==> config.mk <==
export PLATFORM = sky130hd
export DESIGN_NAME = stm_timer
export DESIGN_NICKNAME = d
export VERILOG_FILES = /design/src/design/stm_pkg.sv /design/src/design/stm_timer.sv
export VERILOG_INCLUDE_DIRS = /design/src /design/src/design
export SDC_FILE = /design/constraint.sdc
export NUM_CORES = 1
export LEC_CHECK = 0
export ABC_AREA = 1
export BUFFER_PORTS_ARGS = -buffer_cell sky130_fd_sc_hd__buf_2
export CORE_UTILIZATION = 60
export DETAILED_ROUTE_END_ITERATION = 7
export PLACE_DENSITY = 0.95
export SYNTH_ARGS = -nofsm -noshare
export SYNTH_HDL_FRONTEND = slang
export SYNTH_SLANG_ARGS = --single-unit
==> constraint.sdc <==
create_clock -name aclk -period 4.65 [get_ports aclk]
set_input_delay 0.465 -clock aclk [delete_from_list [all_inputs] [get_ports aclk]]
set_output_delay 0.465 -clock aclk [all_outputs]
set_load 0.05 [all_outputs]
==> src/design/stm_regs.svh <==
// register offsets, field positions and reset values of the standard timer
`ifndef STM_REGS_SVH
`define STM_REGS_SVH
`define STM_OFF_CTRL0 12'h000
`define STM_OFF_CTRL1 12'h004
`define STM_OFF_CNT_LO 12'h008
`define STM_OFF_CNT_HI 12'h00C
`define STM_OFF_DUTY_LO 12'h010
`define STM_OFF_DUTY_HI 12'h014
`define STM_OFF_PERIOD 12'h018
`define STM_OFF_FLAGS 12'h01C
`define STM_OFF_CAPT_LO 12'h020
`define STM_OFF_CAPT_HI 12'h024
`define STM_C0_PAUSE 7
`define STM_C0_CKSEL_HI 6
`define STM_C0_CKSEL_LO 4
`define STM_C0_ON 3
`define STM_C0_MASK 8'hF8
`define STM_C1_MODE_HI 7
`define STM_C1_MODE_LO 6
`define STM_C1_PINF_HI 5
`define STM_C1_PINF_LO 4
`define STM_C1_OC 3
`define STM_C1_POL 2
`define STM_C1_DPX 1
`define STM_C1_CCLR 0
`define STM_FLAG_DUTY 0
`define STM_FLAG_PERIOD 1
`define STM_FLAG_CAPT 2
`define STM_RST_BYTE 8'h00
`define STM_DIV_HI16 6'd15
`define STM_DIV_HI64 6'd63
`define STM_DIV_SUB 6'd63
`endif

==> src/design/stm_pkg.sv <==
// types of the standard timer
package stm_pkg;
  typedef enum logic [1:0] {
    STM_MODE_CMP,
    STM_MODE_CAPT,
    STM_MODE_PWM,
    STM_MODE_TMR
  } stm_mode_t;
  typedef enum logic [2:0] {
    STM_CK_SYS4,
    STM_CK_SYS,
    STM_CK_HI16,
    STM_CK_HI64,
    STM_CK_SUB_A,
    STM_CK_SUB_B,
    STM_CK_EXT_RISE,
    STM_CK_EXT_FALL
  } stm_cksel_t;
  typedef struct packed {
    logic [7:0] ctrl0;
    logic [7:0] ctrl1;
    logic [15:0] duty;
    logic [7:0] period;
    logic [15:0] count;
    logic [15:0] capt;
    logic [2:0] flags;
    logic on_d;
    logic [1:0] sys_div;
    logic [5:0] hi_div;
    logic [5:0] sub_div;
    logic [1:0] ext_sync;
    logic ext_d;
    logic capt_d;
    logic pin;
    logic pulse_done;
    logic aw_got;
    logic w_got;
    logic [11:0] awaddr;
    logic [31:0] wdata;
    logic [3:0] wstrb;
    logic bvalid;
    logic rvalid;
    logic [31:0] rdata;
    logic [1:0] rresp;
    logic [1:0] bresp;
  } stm_state_t;
  typedef struct packed {
    logic primary;
    logic complementary;
    logic oe;
  } stm_pins_t;
endpackage : stm_pkg

==> src/design/stm_timer.sv <==
// standard timer: 16-bit up counter, two comparators, pin modes, AXI4-Lite registers
`include "stm_regs.svh"
module stm_timer (
  // clock and reset
  input wire logic aclk,
  input wire logic aresetn,
  // internal clock enables
  input wire logic hi_clk_en,
  input wire logic sub_clk_en,
  // external pins
  input wire logic external_clock_pin,
  input wire logic capture_input_pin,
  output stm_pkg::stm_pins_t pins,
  // event flags, level
  output logic [2:0] event_flags,
  // axi4-lite write address
  input wire logic [11:0] s_axi_awaddr,
  input wire logic s_axi_awvalid,
  output logic s_axi_awready,
  // axi4-lite write data
  input wire logic [31:0] s_axi_wdata,
  input wire logic [3:0] s_axi_wstrb,
  input wire logic s_axi_wvalid,
  output logic s_axi_wready,
  // axi4-lite write response
  output logic [1:0] s_axi_bresp,
  output logic s_axi_bvalid,
  input wire logic s_axi_bready,
  // axi4-lite read address
  input wire logic [11:0] s_axi_araddr,
  input wire logic s_axi_arvalid,
  output logic s_axi_arready,
  // axi4-lite read data
  output logic [31:0] s_axi_rdata,
  output logic [1:0] s_axi_rresp,
  output logic s_axi_rvalid,
  input wire logic s_axi_rready
);
  stm_pkg::stm_state_t st_reg;
  stm_pkg::stm_state_t st_next;
  stm_pkg::stm_mode_t mode;
  stm_pkg::stm_cksel_t cksel;
  logic on_bit;
  logic [1:0] pinf;
  logic oc;
  logic tick;
  logic ext_rise;
  logic ext_fall;
  logic ext_s;
  logic duty_hit;
  logic period_hit;
  logic ovf;
  logic clr;
  logic pwm_duty;
  logic pwm_per;
  logic wave;
  logic level;
  logic capt_edge;
  logic wr_go;
  logic [7:0] rbyte;

  assign mode = stm_pkg::stm_mode_t'(st_reg.ctrl1[`STM_C1_MODE_HI:`STM_C1_MODE_LO]);
  assign cksel = stm_pkg::stm_cksel_t'(st_reg.ctrl0[`STM_C0_CKSEL_HI:`STM_C0_CKSEL_LO]);
  assign on_bit = st_reg.ctrl0[`STM_C0_ON];
  assign pinf = st_reg.ctrl1[`STM_C1_PINF_HI:`STM_C1_PINF_LO];
  assign oc = st_reg.ctrl1[`STM_C1_OC];
  assign ext_s = st_reg.ext_sync[1];
  // only the second synchroniser stage feeds edge detection
  assign ext_rise = ext_s & ~st_reg.ext_d;
  assign ext_fall = ~ext_s & st_reg.ext_d;

  always_comb begin
    tick = 1'b0;
    case (cksel)
      stm_pkg::STM_CK_SYS4: tick = (st_reg.sys_div == 2'd3);
      stm_pkg::STM_CK_SYS: tick = 1'b1;
      stm_pkg::STM_CK_HI16: tick = hi_clk_en && (st_reg.hi_div[3:0] == 4'(`STM_DIV_HI16));
      stm_pkg::STM_CK_HI64: tick = hi_clk_en && (st_reg.hi_div == `STM_DIV_HI64);
      stm_pkg::STM_CK_SUB_A: tick = sub_clk_en;
      stm_pkg::STM_CK_SUB_B: tick = sub_clk_en;
      stm_pkg::STM_CK_EXT_RISE: tick = ext_rise;
      default: tick = ext_fall;
    endcase
    // counting needs on and not paused
    tick = tick && on_bit && st_reg.on_d && !st_reg.ctrl0[`STM_C0_PAUSE];
  end

  // comparators look at the count held when the tick arrives, before the tick moves it on
  assign duty_hit = tick && (st_reg.count == st_reg.duty);
  // match on the last count before the upper byte reaches the period, so N gives N*256 ticks
  assign period_hit = tick && (st_reg.period != 8'h00)
                      && (st_reg.count[15:8] == st_reg.period - 8'h01)
                      && (st_reg.count[7:0] == 8'hFF);
  assign ovf = tick && (st_reg.count == 16'hFFFF);

  always_comb begin
    pwm_duty = 1'b0;
    pwm_per = 1'b0;
    clr = 1'b0;
    if (mode == stm_pkg::STM_MODE_PWM) begin
      // swap exchanges which comparator ends the period
      pwm_per = st_reg.ctrl1[`STM_C1_DPX] ? duty_hit : (period_hit | ovf);
      clr = pwm_per;
    end else if (st_reg.ctrl1[`STM_C1_CCLR]) begin
      clr = duty_hit;
    end else begin
      clr = period_hit | ovf;
    end
    // wave is active while count stays below the duty boundary
    if (st_reg.ctrl1[`STM_C1_DPX]) begin
      pwm_duty = (st_reg.period == 8'h00) || (st_reg.count[15:8] < st_reg.period);
    end else begin
      pwm_duty = st_reg.count < st_reg.duty;
    end
  end

  assign capt_edge = (mode == stm_pkg::STM_MODE_CAPT) && on_bit && (
      (pinf == 2'b00 && capture_input_pin && !st_reg.capt_d) ||
      (pinf == 2'b01 && !capture_input_pin && st_reg.capt_d) ||
      (pinf == 2'b10 && (capture_input_pin != st_reg.capt_d)));

  assign wr_go = st_reg.aw_got && st_reg.w_got && !st_reg.bvalid;

  always_comb begin
    st_next = st_reg;
    st_next.on_d = on_bit;
    st_next.sys_div = st_reg.sys_div + 2'd1;
    if (hi_clk_en) begin
      st_next.hi_div = st_reg.hi_div + 6'd1;
    end
    if (sub_clk_en) begin
      st_next.sub_div = st_reg.sub_div + 6'd1;
    end
    st_next.ext_sync = {st_reg.ext_sync[0], external_clock_pin};
    st_next.ext_d = ext_s;
    st_next.capt_d = capture_input_pin;
    // counter
    if (on_bit && !st_reg.on_d) begin
      st_next.count = 16'h0000;
      st_next.pulse_done = 1'b0;
      st_next.pin = oc;
    end else if (tick) begin
      if (clr) begin
        st_next.count = 16'h0000;
      end else begin
        st_next.count = st_reg.count + 16'h0001;
      end
    end
    if (mode == stm_pkg::STM_MODE_CMP && duty_hit && st_reg.on_d) begin
      case (pinf)
        2'b01: st_next.pin = 1'b0;
        2'b10: st_next.pin = 1'b1;
        2'b11: st_next.pin = ~st_reg.pin;
        default: st_next.pin = st_reg.pin;
      endcase
    end
    if (mode == stm_pkg::STM_MODE_PWM && pinf == 2'b11 && pwm_per) begin
      st_next.pulse_done = 1'b1;
    end
    if (capt_edge) begin
      st_next.capt = st_reg.count;
    end
    // axi write channel capture
    if (s_axi_awvalid && !st_reg.aw_got) begin
      st_next.aw_got = 1'b1;
      st_next.awaddr = s_axi_awaddr;
    end
    if (s_axi_wvalid && !st_reg.w_got) begin
      st_next.w_got = 1'b1;
      st_next.wdata = s_axi_wdata;
      st_next.wstrb = s_axi_wstrb;
    end
    if (wr_go) begin
      st_next.aw_got = 1'b0;
      st_next.w_got = 1'b0;
      st_next.bvalid = 1'b1;
      st_next.bresp = 2'b00;
      if (st_reg.wstrb[0]) begin
        if (st_reg.awaddr == `STM_OFF_CTRL0) begin
          st_next.ctrl0 = st_reg.wdata[7:0] & `STM_C0_MASK;
        end else if (st_reg.awaddr == `STM_OFF_CTRL1) begin
          st_next.ctrl1 = st_reg.wdata[7:0];
        end else if (st_reg.awaddr == `STM_OFF_DUTY_LO) begin
          st_next.duty[7:0] = st_reg.wdata[7:0];
        end else if (st_reg.awaddr == `STM_OFF_DUTY_HI) begin
          st_next.duty[15:8] = st_reg.wdata[7:0];
        end else if (st_reg.awaddr == `STM_OFF_PERIOD) begin
          st_next.period = st_reg.wdata[7:0];
        end else if (st_reg.awaddr == `STM_OFF_FLAGS) begin
          st_next.flags = st_reg.flags & ~st_reg.wdata[2:0];
        end else if (st_reg.awaddr == `STM_OFF_CNT_LO || st_reg.awaddr == `STM_OFF_CNT_HI
                     || st_reg.awaddr == `STM_OFF_CAPT_LO
                     || st_reg.awaddr == `STM_OFF_CAPT_HI) begin
          st_next.bresp = 2'b00;
        end else begin
          st_next.bresp = 2'b10;
        end
      end
    end
    // flags set after the clear so a same-cycle event wins
    if (duty_hit && (mode == stm_pkg::STM_MODE_PWM || st_reg.duty != 16'h0000
                     || !st_reg.ctrl1[`STM_C1_CCLR])) begin
      st_next.flags[`STM_FLAG_DUTY] = 1'b1;
    end
    if ((period_hit || (ovf && st_reg.period == 8'h00))
        && (mode == stm_pkg::STM_MODE_PWM || !st_reg.ctrl1[`STM_C1_CCLR])) begin
      st_next.flags[`STM_FLAG_PERIOD] = 1'b1;
    end
    if (capt_edge) begin
      st_next.flags[`STM_FLAG_CAPT] = 1'b1;
    end
    if (st_reg.bvalid && s_axi_bready) begin
      st_next.bvalid = 1'b0;
    end
    // axi read
    if (st_reg.rvalid && s_axi_rready) begin
      st_next.rvalid = 1'b0;
    end
    if (s_axi_arvalid && !st_reg.rvalid) begin
      st_next.rvalid = 1'b1;
      st_next.rresp = 2'b00;
      rbyte = 8'h00;
      if (s_axi_araddr == `STM_OFF_CTRL0) begin
        rbyte = st_reg.ctrl0 & `STM_C0_MASK;
      end else if (s_axi_araddr == `STM_OFF_CTRL1) begin
        rbyte = st_reg.ctrl1;
      end else if (s_axi_araddr == `STM_OFF_CNT_LO) begin
        rbyte = st_reg.count[7:0];
      end else if (s_axi_araddr == `STM_OFF_CNT_HI) begin
        rbyte = st_reg.count[15:8];
      end else if (s_axi_araddr == `STM_OFF_DUTY_LO) begin
        rbyte = st_reg.duty[7:0];
      end else if (s_axi_araddr == `STM_OFF_DUTY_HI) begin
        rbyte = st_reg.duty[15:8];
      end else if (s_axi_araddr == `STM_OFF_PERIOD) begin
        rbyte = st_reg.period;
      end else if (s_axi_araddr == `STM_OFF_FLAGS) begin
        rbyte = {5'h00, st_reg.flags};
      end else if (s_axi_araddr == `STM_OFF_CAPT_LO) begin
        rbyte = st_reg.capt[7:0];
      end else if (s_axi_araddr == `STM_OFF_CAPT_HI) begin
        rbyte = st_reg.capt[15:8];
      end else begin
        st_next.rresp = 2'b10;
      end
      st_next.rdata = {24'h000000, rbyte};
    end else begin
      rbyte = 8'h00;
    end
  end

  always_ff @(posedge aclk) begin
    if (!aresetn) begin
      st_reg <= '0;
    end else begin
      st_reg <= st_next;
    end
  end

  // output pin
  always_comb begin
    wave = 1'b0;
    case (pinf)
      2'b00: wave = 1'b0;
      2'b01: wave = 1'b1;
      2'b10: wave = pwm_duty && on_bit;
      default: wave = pwm_duty && on_bit && !st_reg.pulse_done;
    endcase
    if (mode == stm_pkg::STM_MODE_PWM) begin
      level = oc ? wave : ~wave;
    end else begin
      level = st_reg.pin;
    end
    level = level ^ st_reg.ctrl1[`STM_C1_POL];
  end

  // undriven pins rest low, in capture mode as well as in timer mode
  assign pins.primary = pins.oe ? level : 1'b0;
  assign pins.complementary = pins.oe ? ~level : 1'b0;
  assign pins.oe = (mode == stm_pkg::STM_MODE_CMP) || (mode == stm_pkg::STM_MODE_PWM);
  assign event_flags = st_reg.flags;

  assign s_axi_awready = !st_reg.aw_got;
  assign s_axi_wready = !st_reg.w_got;
  assign s_axi_bvalid = st_reg.bvalid;
  assign s_axi_bresp = st_reg.bresp;
  assign s_axi_arready = !st_reg.rvalid;
  assign s_axi_rvalid = st_reg.rvalid;
  assign s_axi_rdata = st_reg.rdata;
  assign s_axi_rresp = st_reg.rresp;
endmodule : stm_timer
# After elaboration in Yosys (flattened, before gate mapping)
# Cells that the tools add are included.
word_totals:
  regBits: 124
  in_bits: 71
  elab_cells: 248
classes:
  addsub: 4
  magnitude_cmp: 2
  eq_ne: 53
  muxes: 57
  n_bitwise: 16
  n_reduce_logical: 88
op_table:
  columns: ["op", "n"]
  rows:
  - ["equality test 12 x 5 -> 1 bit, second input constant", 8]
  - ["two-way mux 8 bit", 10]
  - ["equality test 12 x 4 -> 1 bit, second input constant", 4]
  - ["equality test 12 x 6 -> 1 bit, second input constant", 4]
  - ["two-way mux 2 bit", 19]
  - ["two-way mux 35 bit", 1]
  - ["logical AND 1 bit", 34]
  - ["equality test 12 x 3 -> 1 bit, second input constant", 2]
  - ["logical NOT 12 bit", 2]
  - ["two-way mux 3 bit", 8]
  - ["AND reduction 8 bit", 3]
  - ["nonzero test 2 bit", 12]
  - ["!= test 2 x 1 -> 1 bit, second input constant", 10]
  - ["adder 16 x 1 -> 16 bit, second input constant", 1]
  - ["equality test 16 bit", 1]
  - ["equality test 16 bit, second input constant", 1]
  - ["less-than comparator 16 bit", 1]
  - ["two-way mux 16 bit", 1]
  - ["nonzero test 16 bit", 1]
  - ["two-way mux 1 bit", 15]
  - ["logical OR 1 bit", 11]
  - ["logical NOT 1 bit", 10]
  - ["!= test 2 bit, second input constant", 5]
  - ["NOT 1 bit", 10]
  - ["other kinds (33)", 46]

# Longest topological paths before layout
# Gate-level depths: netlist (run 1).
depth:
  depth_word: 14
  depth_mapped: 22

# Worst setup path before layout (run 1)
# Ideal clock, no wire load.
synth_timing:
  kind: "register to output"
  startpoint: "register st_reg[137] in the netlist's numbering"
  endpoint: "output port pins[2] in the netlist's numbering"
  arrival_time_ps: 2324
  slack_ps: 1861
  stages_incl_launch_ff: 17
  path_buffers: 0
  path_cell_list: "dfxtp_1 ha_1 nand2_1 nand2_1 nand3_1 nand2_1 a21oi_1 nand2_1 nand2_1 nand3_1 nand2_1 nand2_1 nand2_1 nand2_1 nand3_1 nand3_1 a21oi_1"
synth_lines:
  columns: ["element", "line", "text"]
  rows:
  - ["from (decl)", "stm_timer.sv:39", "stm_pkg::stm_state_t st_reg;"]
  - ["from (signal assigned)", "stm_timer.sv:256", "st_reg <= st_next;"]
  - ["to (decl)", "stm_timer.sv:13", "output stm_pkg::stm_pins_t pins,"]

==> results of run 1 <==
## logic make-up (layout without fill, tap and decap cells)
| kind of cell | Yosys count | after routing | share of synthesized area (%) |
|---|---|---|---|
| AO/OA/AOI/OAI | 232 | 232 | 18.6 |
| XOR/XNOR | 19 | 19 | 2.46 |
| adder cells (fa/ha/maj) | 33 | 33 | 6.10 |
| buffers and inverters | 203 | 241 | 13.6 |
| flip-flops | 122 | 122 | 36.1 |
| other | 1 | 26 | 0.0554 |
| AND/OR/NAND/NOR | 364 | 364 | 23.1 |
## final timing paths
check / from / endpoint / slack, ns / cells past startpoint
worst min register to register: st_next[93] / ext_s / 0.44 / 2
worst max-delay path: st_reg[141] / pins[2] / 1.43 / 18
worst max register to register: st_reg[100] / st_reg[89] / 2.16 / 14
worst min-delay path: s_axi_bready / s_axi_bvalid / 0.23 / 2
## worst max-delay path, delay by kind of cell, from the launching register on
kind / cells / cell delay [ns]
flip-flops: 1 / 0.43
AND/OR/NAND/NOR: 14 / 1.12
AO/OA/AOI/OAI: 1 / 0.11
buffers and inverters: 2 / 0.34
adder cells (fa/ha/maj): 1 / 0.36
## placed cells by master (no fill, tap or decap), types with 15 or more instances in the layout
| cell | n |
|---|---|
| clkbuf_16 | 17 |
| nor2_1 | 124 |
| buf_2 | 64 |
| nand3_1 | 36 |
| dfxtp_1 | 122 |
| a211oi_1 | 18 |
| xor2_1 | 15 |
| o21ai_0 | 94 |
| inv_1 | 141 |
| conb_1 | 26 |
| a21oi_1 | 97 |
| ha_1 | 33 |
| nand4_1 | 15 |
| nor3_1 | 19 |
| nand2_1 | 152 |
## cell type report
class | count | area share [%]
Multi-Input combinational cell | 674 | 46.0
Inverter | 144 | 7.10
Clock buffer | 20 | 5.87
Tap cell | 140 | 2.30
Clock inverter | 11 | 2.25
Timing Repair Buffer | 66 | 4.40
Sequential cell | 122 | 32.1
## per-stage QoR
step / hold slack [ns] / setup slack [ns] / instances / utilization, % / cell area [um2]
6_report: 0.225 / 1.43 / 1177 / 69.6 / 7610
3_3_place_gp: 0.395 / 1.95 / 1146 / 64.0 / 7000
4_1_cts: 0.216 / 1.45 / 1177 / 69.6 / 7610
2_1_floorplan: 0.390 / 1.86 / 999 / - / 6870
5_1_grt: 0.248 / 1.21 / 1177 / 69.6 / 7610
3_5_place_dp: 0.423 / 1.92 / 1146 / 64.0 / 7000
## power by group
group / internal [mW] / switching [mW]
clock network: 0.906 / 0.471
logic: 0.0462 / 0.153
registers: 1.07 / 0.0239
total: 2.02 / 0.648
## layer usage
layer / vias to the layer above / part of all wire [%] / wire length (um)
met4: 0 / 4.2 / 775
li1: 3233 / - / -
met3: 69 / 9.0 / 1660
met5: - / 0 / 0
met1: 2986 / 41 / 7540
met2: 360 / 46 / 8530
==> flow_results.org, run 1 <==
** Status
- Outcome :: complete, no violations

** CTS
- CTS max path bufs :: 2
- Clock Latency Late Sink :: 0.42 ns
- Clock tree from TritonCTS :: yes
- The number of hold buffers added after CTS was 0.
- Post-CTS setup buffer count :: 0
- # clock sinks :: 122
- Clock Tree Root :: clkbuf_16
- Clock transition at the registers of the reported paths :: 0.05 ns
- Counting the buffers created by CTS gives 17.
- Count of instances resized after the clock tree is built :: 0
- H-tree depth :: 4

** Timing
- Number of failing setup endpoints in the final timing report :: 0
- In the final timing run, aggregate negative setup slack is 0 ns.
- Max_slew headroom :: 56.4%
- Setup repair after global routing left no endpoint under its margin.
- The number of pins with negative max-slew slack in the final report was 0.
- For the pin with the worst max-slew slack, the measured transition is 0.652 ns.
- Final worst path period need :: 3.22 ns
- Of the available clock period, the critical path in the final layout requires 69.2%.
- Worst setup skew after layout :: 0.00420 ns
- Final hold violation count :: 0
- Maximum clock frequency :: 311 MHz

** GRT
- Number of global-route vias before repair :: 6,055
- In the global route stage, overall resource usage came out at 33.2%.
- Busiest metal layer after global routing :: met2
- For met1 alone, demand over resource in global routing was 40.6%.
- For this run the aggregate overflow at the end of global routing stands at 0.
- Entering global routing, the biggest net connects 75 pins.
- Wire length of the first global-routing pass :: 29.4 mm
- Initial antenna violation count :: 0
- Met2 usage :: 54.0%
- Global routing used 7.35% of the available met3 tracks.

** Placement
- Count of input and output buffers :: 64
- Estimated wirelength of the detail-placed design :: 13.2 mm
- Placer's final routability congestion estimate :: 1.02

** Power and ir drop
- Total Power :: 2.67 mW
- Total power divided by cell area :: 351 nW/um2
- The worst-case IR drop observed on VDD is 0.336 mV.
- Total leakage power :: 3.31 nW

** Detailed routing
- DR vias :: 6,648
- Routed wirelength normalized by instance count :: 15.7 um
- DRT antenna net count :: 0
- The first TritonRoute pass finished after 6 iterations.
- After detailed routing, the number of remaining DRC violations is 0.
- Via density per instance :: 5.65
- Final WL :: 18.5 mm
- For this block, the initial DRC count from the detailed router was 584.

** Die
- Starting Density :: 61.9%
- Die outline width :: 108 um
- Placeable core region :: 10,900 um2
- The die is 108 um tall.
- In this run the count of I/O pins placed on the die edge is 118.
- The floorplan step defined a die boundary enclosing 11,700 um2.
- The initialized floorplan defines 38 standard-cell rows.

** Synth
- Sorting the synthesized cells by how often they occur yields 152 x nand2_1, 141 x inv_1, 124 x nor2_1.
- Cell types occupying the most area after synthesis :: dfxtp_1 36%, nand2_1 8.4%, inv_1 7.8%
- Post-synthesis sequential area ratio :: 36.1%
- Prevailing post-synth register cell :: dfxtp_1
- Mapped cell area :: 6770 um2
- nand2_1 is the most common cell in the netlist.
- Flops & latches, synth :: 122
- Number of enable flip-flop cells after synthesis :: 0
- Post-Synthesis Mean Instance Area :: 6.95 um2
- Async set-or-reset flop fraction in the synthesized netlist :: 0%
- Area share of the leading cell type in the synthesized netlist :: 36.1%
- Summed over all instances, the cell type with the most area after synthesis is dfxtp_1.
- Counting distinct cell types in the post-synthesis netlist gives 42.
- Synth warn :: 0
- Number of instances in the synthesized netlist :: 974

** Critical path
- STA classifies the critical path startpoint as a register.
- Along the worst path, the maximum fanout reaches 7.
- At the worst endpoint, the required time is 4.18 ns.
- Slowest cell delay on critical path :: 0.43 ns
- The worst setup path is captured at a primary output.
- The setup path with the least slack is of type register to primary output.
- Cells along the critical path :: ha_1 -> nand2_1 -> nor2_1 -> nand2_1 -> inv_1 -> nand2_1 -> nand2_1 -> nand2_1 -> nand3_1 -> nand2_1 -> nand2_1 -> nand2_1 -> nand2_1 -> nand3_1 -> nand2_1 -> nand2_1 -> a21oi_1 -> buf_2
- For the worst setup path, the data arrival time is 2.75 ns.
- CP max stage cell :: dfxtp_1
- Critical Path Most Common Cell :: nand2_1

** Job
- Max-cap violations in this run came to 0.

** Finish
- Area taken by multi-input logic gates :: 3500 um2
- Flip-flop count of the largest register after layout :: 96
- Of the cells placed in the final design, the portion with a size suffix greater than 1 is 10.7%.
- Sequential cell area in the final layout :: 2440 um2
- Number of diodes added for antenna fixing :: 0
- Compared with the post-synthesis result, the final layout area differs by 12.4%.
- The layout has 875 filler cells.
- Net count, final :: 1,129

** Min path
- The path class of the tightest hold or removal check is input port to register.
No activity file was read; power rests on OpenSTA's default activity.
==> run 2: changes to the inputs <==
ABC_AREA = 0   (was 1)
CORE_UTILIZATION = 52   (was 60)
PLACE_DENSITY = 0.88   (was 0.95)
clock period = 2.9 ns   (was 4.65 ns; I/O delays follow)
==> flow_results.org, run 2 <==
** Synth
- Cell with the most instances after synthesis :: nand2_1
- In this run, synthesis produced a sequential element count of 122.
- Yosys top cell by area :: dfxtp_1
- Summing the sequential cell areas from Yosys gives 34.7% of the chip area.
- After synthesis, the most frequently instantiated cells are 134 x nand2_1, 122 x dfxtp_1, 55 x nor2_1.
- Number of instances in the synthesized netlist :: 853
- Prevailing post-synth register cell :: dfxtp_1
- The mapped netlist covers 7030 um2.
- Post-Synthesis Mean Instance Area :: 8.24 um2
- Of all flip-flops after synthesis, the portion carrying an async set or reset was 0%.
- Count of distinct cell types in the synthesized netlist :: 67
- The Yosys step of the flow raised 0 warnings.
- Area share of the leading cell type in the synthesized netlist :: 34.7%
- Yosys attributes the largest share of cell area to dfxtp_1 35%, nand2_1 7.2%, ha_1 5.9%.
- Number of enable flip-flop cells after synthesis :: 0

** Die
- Number of placement rows :: 42
- Once the floorplan was initialized, standard cells occupied 53.3% of the core.
- The die is 118 um tall.
- Ports placed on the boundary :: 118
- In this run the standard cell core region covers 13,200 um2.
- The die covers 14,000 um2.
- From left edge to right edge, the die measures 118 um.

** CTS
- For this design, the sink count on the clock tree is 122.
- CTS Hold Buffers Added :: 0
- H-tree depth :: 4
- CTS max path bufs :: 2
- TritonCTS built the clock tree.
- In this run the clock root is driven by a clkbuf_16.
- Number of buffers inserted during clock tree synthesis :: 17
- After clock tree synthesis, the clock-pin slew on the worst setup and hold paths is 0.06 ns.
- Clock Latency Late Sink :: 0.42 ns
- Post-CTS setup buffer count :: 0

** Placement
- Placer's final routability congestion estimate :: 1.01
- Count of input and output buffers :: 64
- Estimated wirelength of the detail-placed design :: 14.5 mm
- Area post-placement :: 7690 um2

** GRT
- Entering global routing, the biggest net connects 47 pins.
- Number of global-route vias before repair :: 6,368
- Wire length of the first global-routing pass :: 32.4 mm
- For this run the aggregate overflow at the end of global routing stands at 0.
- Global routing consumed, over all layers together, 29.9% of the routing resources.
- Initial antenna violation count :: 0

** Power and ir drop
- Total leakage power :: 3.45 nW
- Net Sw Frac :: 24.7%
- Sequential group share of total power :: 41.1%
- Switching power of the nets :: 1.05 mW
- IR analysis of the VDD net gives a maximum drop of 0.498 mV.
- Proportion of power drawn by combinational gates :: 7.3%
- Internal power consumption :: 3.21 mW
- Total power divided by cell area :: 507 nW/um2
- The share of total power dissipated in the clock network is 51.6%.

** Status
- The flow ran to the end, but the final reports show violations.
- The final reports fail on negative setup slack.

** Critical path
- Critical Path RT :: 2.61 ns
- The worst register-to-register path has a setup slack of 0.25 ns.
- STA classifies the critical path endpoint as a primary output.
- FF-to-FF End :: st_reg[89]
- Setup Crit Path Kind :: register to primary output
- Crit Path Max Fanout :: 2
- The worst setup path is launched from a register.
- For the worst flop-to-flop path, the logic depth is 8.
- The worst register-to-register path begins at st_reg[100].
- Data arrives at the worst endpoint at 2.92 ns.

** Finish
- In the final design database the tool counted 1,053 nets.
- Most used cells in the layout excluding fill and tap cells :: 134 x nand2_1, 116 x dfxtp_1, 62 x buf_2, 60 x buf_4, 55 x nor2_1
- From synthesis to final layout, the design area changed by 19.4%.
- Most common cell after layout, fill and taps aside :: nand2_1
- Fraction of final layout cells sized beyond drive strength 1 :: 20.5%
- In the final layout, flip-flops and latches occupy 2450 um2.
- Final standard cell utilization of the core :: 63.7%
- Number of filler cells placed in the layout :: 1,032
- Summing all non-filler instances in the final layout gives an area of 8400 um2.
- Area taken by multi-input logic gates :: 4140 um2
- Flip-flop count of the largest register after layout :: 96

** Min path
- Hold Startpoint :: external_clock_pin
- The worst hold path passes through 2 cells.
- Hold path endpoint :: st_next[93]
- The min-delay analysis places its worst path in the category input port to register.

** Detailed routing
- For this run, design rule violations remaining after detail routing come to 0.
- Final WL :: 20.3 mm
- The detail route stage leaves a number of antenna-violating nets equal to 0.
- Dividing the detail-routed wire length by the instance count gives 17.9 um.
- For this block, the via count after detailed routing is 6,680.
- Drt pass-1 iters :: 6
- After detailed routing, the number of vias per cell comes to 5.86.
- First-iteration detailed-routing DRC count :: 745

** Timing
- Max_slew headroom :: 51.6%
- Maximum clock frequency :: 312 MHz
- Final worst path period need :: 3.21 ns
- Final worst-path setup slack :: -0.306 ns
- For the pin with the worst max-slew slack, the measured transition is 0.724 ns.
- Between clock sinks in the finished design, the worst skew comes to 0.00955 ns.
- The number of pins with negative max-slew slack in the final report was 0.
- Setup_tns :: -0.595 ns
- Number of failing setup endpoints in the final timing report :: 2
- The number of hold violations in the final report is 0.
- Setup repair after global routing could not meet its margin everywhere.
- Period utilisation layout :: 111%

** Job
- Across the run, the number of max-cap violations was 0.
==> run 2: cell types whose count changed in the layout (fill, tap and decap cells not counted), sizes merged, moves of 14 or more <==
cell	previous run	this run
buf	66	125
a21oi	97	30
nor2b	0	42
inv	143	47
nand2	154	134
mux2i	0	35
o21ai	97	32
nand3	39	16
a21boi	0	50
and2	0	14
nor2	128	56
==> run 2: worst max path at each step <==
| stage | from | endpoint | slack [ns] |
|---|---|---|---|
| after floorplan | st_reg[142] | pins[2] | -0.03 |
| after global routing | st_reg[166] | pins[2] | -0.46 |
| after CTS | st_reg[166] | pins[1] | -0.31 |
| after global placement | st_reg[166] | pins[1] | -0.14 |
| final | st_reg[166] | pins[2] | -0.31 |
| after detailed placement | st_reg[166] | pins[1] | -0.23 |
==> run 2: cells by family after synthesis <==
family                   share of synthesized area (%)
other                                           0.0533
AO/OA/AOI/OAI                                     16.9
buffers and inverters                             8.67
multiplexers                                      5.78
AND/OR/NAND/NOR                                   24.4
flip-flops                                        34.7
XOR/XNOR                                          3.61
adder cells (fa/ha/maj)                           5.87
==> run 2: layout make-up <==
cell class / count / share of cell area (%)
Timing Repair Buffer: 125 / 9.56
Inverter: 43 / 1.92
Antenna cell: 1 / 0.0298
Sequential cell: 122 / 29.2
Tap cell: 176 / 2.62
Clock inverter: 12 / 1.94
Multi-Input combinational cell: 640 / 49.3
Clock buffer: 20 / 5.44
==> run 2: what timing repair did <==
action                                  CTS  global route
endpoints found under the setup margin    2             2
gates resized for setup                  19             6
pin swaps                                 7             7
==> run 2: per-stage QoR <==
stage | hold slack (ns) | cells | total power [mW] | setup slack, ns
after floorplan | 0.398 | 878 | 2.04 | -0.0305
after global routing | 0.0882 | 1138 | 4.39 | -0.459
final | 0.0874 | 1139 | 4.26 | -0.306
after CTS | 0.0705 | 1138 | 4.27 | -0.307
after detailed placement | 0.415 | 1106 | 2.09 | -0.233
after global placement | 0.410 | 1106 | 2.08 | -0.138
==> run 2: metal layers <==
layer  up-vias  GRT usage [%]  wire (um)
li1       3082              -          -
met2       380           47.8       9320
met3        82           7.48       1910
met5         -              0          0
met4         0           15.3        861
met1      3136           37.3       8240
==> run 2: worst max-delay path, cell delays in order, from the launching register on <==
cell	delay, ns
dfxtp_2	0.33
inv_2	0.05
ha_4	0.21
a21o_1	0.19
a2111oi_4	0.37
o31ai_2	0.15
nor3_2	0.20
mux2i_1	0.25
a211oi_2	0.08
or3_4	0.34
a21oi_2	0.15
buf_6	0.17
==> run 2: power groups by stage <==
stage	Clock [mW]	Sequential (mW)	Combinational, mW
finish	2.20	1.75	0.312
global route	2.30	1.75	0.334
CTS	2.22	1.75	0.310
detailed placement	0	1.78	0.305
global placement	0	1.78	0.298
floorplan	0	1.77	0.268
==> run 3: changes to the inputs <==
==> constraint.sdc (replaced) <==
create_clock -name aclk -period 2.9 [get_ports aclk]
set_input_delay 0 -clock aclk [delete_from_list [all_inputs] [get_ports aclk]]
set_output_delay 0 -clock aclk [all_outputs]
set_load 0.05 [all_outputs]
==> flow_results.org, run 3 (synthesis gave the netlist of run 2 again) <==
** Power and ir drop
- After layout, the design draws a total of 4.21 mW.
- Dividing total power by cell area gives a power density of 486 nW/um2.
- Maximum VDD drop :: 0.497 mV
- Total leakage power :: 3.50 nW

** Critical path
- FF-to-FF End :: st_reg[140]
- Data arrives at the worst endpoint at 2.94 ns.
- Along the worst path, the maximum fanout reaches 5.
- Cells along the critical path :: inv_1 -> ha_1 -> nor2b_4 -> o211ai_1 -> a2111oi_4 -> nor3_2 -> o21ai_1 -> a211oi_2 -> or3_4 -> a21oi_2 -> buf_6
- The most critical setup path has its endpoint at pins[2].
- Critical Path RT :: 2.90 ns
- In this run the worst setup path begins at st_reg[128].
- Crit path launch type :: register
- Worst R2R Setup Slack :: 0.51 ns
- The critical path in this run is classified as register to primary output.
- The worst register-to-register path begins at st_reg[100].
- The slowest stage of the critical path belongs to the cell a2111oi_4.
- Slowest cell delay on critical path :: 0.40 ns
- Length in cells of the worst reg-to-reg path :: 10
- Type of destination of the critical path :: primary output

** Finish
- Number of diodes added for antenna fixing :: 0
- In the final layout, the share of cells above drive strength 1 is 21.1%.
- The register with the most flip-flops in the layout has 96 of them.
- Net count, final :: 1,062
- The library cell used most frequently in the layout, excluding fill and tap cells, is nand2_1.
- Relative to the synthesized area, the layout overhead comes to 23.2%.
- The layout has 959 filler cells.
- Most used cells in the layout excluding fill and tap cells :: 134 x nand2_1, 101 x dfxtp_1, 62 x buf_2, 55 x nor2_1, 50 x a21boi_0

** Die
- The die covers 14,000 um2.
- The floorplan has 42 rows.
- Placeable core region :: 13,200 um2
- Ports placed on the boundary :: 118
- The initial utilization of the core area, before any placement, comes to 53.3%.
- The floorplan step set the die height to 118 um.
- In this run the horizontal extent of the chip is 118 um.

** Detailed routing
- Routed wirelength normalized by instance count :: 18.2 um
- Remaining design rule violation count :: 0
- Via density per instance :: 5.88
- First-iteration detailed-routing DRC count :: 846
- Summing over every cut layer, the via total after detailed routing is 6,742.
- Drt pass-1 iters :: 5
- Once detail routing completed, the nets flagged for antenna violations numbered 0.
- The routed design has 20.9 mm of wire.

** CTS
- # clock sinks :: 122
- CTS max path bufs :: 2
- Counting the buffers created by CTS gives 17.
- TritonCTS built the clock tree.
- CTS built an H-tree with a depth of 4.
- The root buffer cell chosen for the clock tree is clkbuf_16.
- After clock tree synthesis, the clock-pin slew on the worst setup and hold paths is 0.06 ns.
- The clock reaches the later pin of the worst-skew pair after 0.43 ns.

** Placement
- DP Worst Slack :: 0.182 ns
- Estimated wirelength of the detail-placed design :: 13.9 mm
- Routability-driven placement finished with a final weighted congestion of 1.02.
- Count of input and output buffers :: 64

** Timing
- Max_slew headroom :: 48.6%
- Transition time of the tightest slew-check pin :: 0.769 ns
- The number of pins with negative max-slew slack in the final report is 0.
- Setup violations remaining at the end of the flow were counted as 1.
- Maximum clock frequency :: 341 MHz
- Across all setup checks in the final design, the least slack found is -0.0358 ns.
- Final hold violation count :: 0
- Worst setup skew after layout :: 0.0108 ns
- The final critical path takes up 101% of the cycle.
- Final worst path period need :: 2.94 ns

** GRT
- The initial antenna violation count is 0.
- Global routing consumed, over all layers together, 29.8% of the routing resources.
- Wire length of the first global-routing pass :: 32.4 mm
- Total congestion overflow after global routing :: 0
- Number of global-route vias before repair :: 6,410
- Entering global routing, the biggest net connects 67 pins.

** Job
- Max-cap check violation count :: 0

** Min path
- The worst hold path passes through 3 cells.
- The tightest min-delay check is of the input port to register type.
- The startpoint identified for the worst hold timing path is s_axi_araddr[3].

** Status
- The run finished, with violations left.
- The final reports fail on negative setup slack.
run 3: cell count changes in the layout (fill, tap and decap cells not counted), sizes merged:
cell | before | now
dlygate4sd3 | 0 | 30
buf | 125 | 104
clkbuf | 20 | 17
clkinv | 3 | 5
bufinv | 3 | 2
clkinvlp | 2 | 3
diode | 1 | 0
inv | 47 | 48
run 3: how the worst min path moves through the flow:
stage / to / slack [ns]
floorplan: st_reg[86] / 0.12
global placement: st_next[93] / 0.23
detailed placement: st_reg[87] / 0.24
CTS: s_axi_rresp[1] / 0.02
global route: s_axi_rresp[1] / 0.06
finish: s_axi_rresp[1] / 0.03
run 3: through the flow:
stage / instance area [um2] / util (%) / hold slack (ns) / setup TNS (ns) / instances
CTS: 8500 / 64.5 / 0.0172 / 0 / 1142
floorplan: 7130 / - / 0.116 / 0 / 878
global route: 8670 / 65.7 / 0.0557 / -0.181 / 1147
global placement: 7500 / 56.8 / 0.231 / 0 / 1080
finish: 8670 / 65.7 / 0.0303 / -0.0358 / 1147
detailed placement: 7500 / 56.8 / 0.241 / 0 / 1080
run 3: routing by layer:
layer | up-vias | share of wire [%] | track usage, %
met3 | 74 | 9.3 | 6.52
li1 | 3091 | - | -
met4 | 0 | 3.9 | 13.1
met1 | 3171 | 39 | 36.7
met5 | - | 0 | 0
met2 | 406 | 48 | 49.9
run 3: layout make-up:
class | count | area (um2) | share of cell area, %
clock buffer | 17 | 425 | 4.91
clock inverter | 15 | 166 | 1.92
inverter | 43 | 161 | 1.86
multi-input combinational | 640 | 4260 | 49.1
sequential | 122 | 2480 | 28.7
tap | 176 | 220 | 2.54
timing repair buffer | 134 | 950 | 11.0
run 3: what timing repair did:
action,CTS,global route
setup buffers,0,5
endpoints found under the setup margin,2,2
pin swaps,11,15
endpoints found under the hold margin,30,0
gates resized for setup,30,37
hold buffers,30,0
run 3: worst max-delay path: cells and delay by family, from the launching register on:
kind | cells | cell delay, ns
AO/OA/AOI/OAI | 5 | 1.03
adder cells (fa/ha/maj) | 1 | 0.24
buffers and inverters | 2 | 0.28
flip-flops | 1 | 0.38
AND/OR/NAND/NOR | 3 | 0.58
run 3: power breakdown:
group,internal (mW),total (mW),leakage [nW],switching (mW)
Sequential,1.71,1.74,1.00,0.0367
Clock,1.28,2.12,0.281,0.843
Combinational,0.116,0.349,2.22,0.233
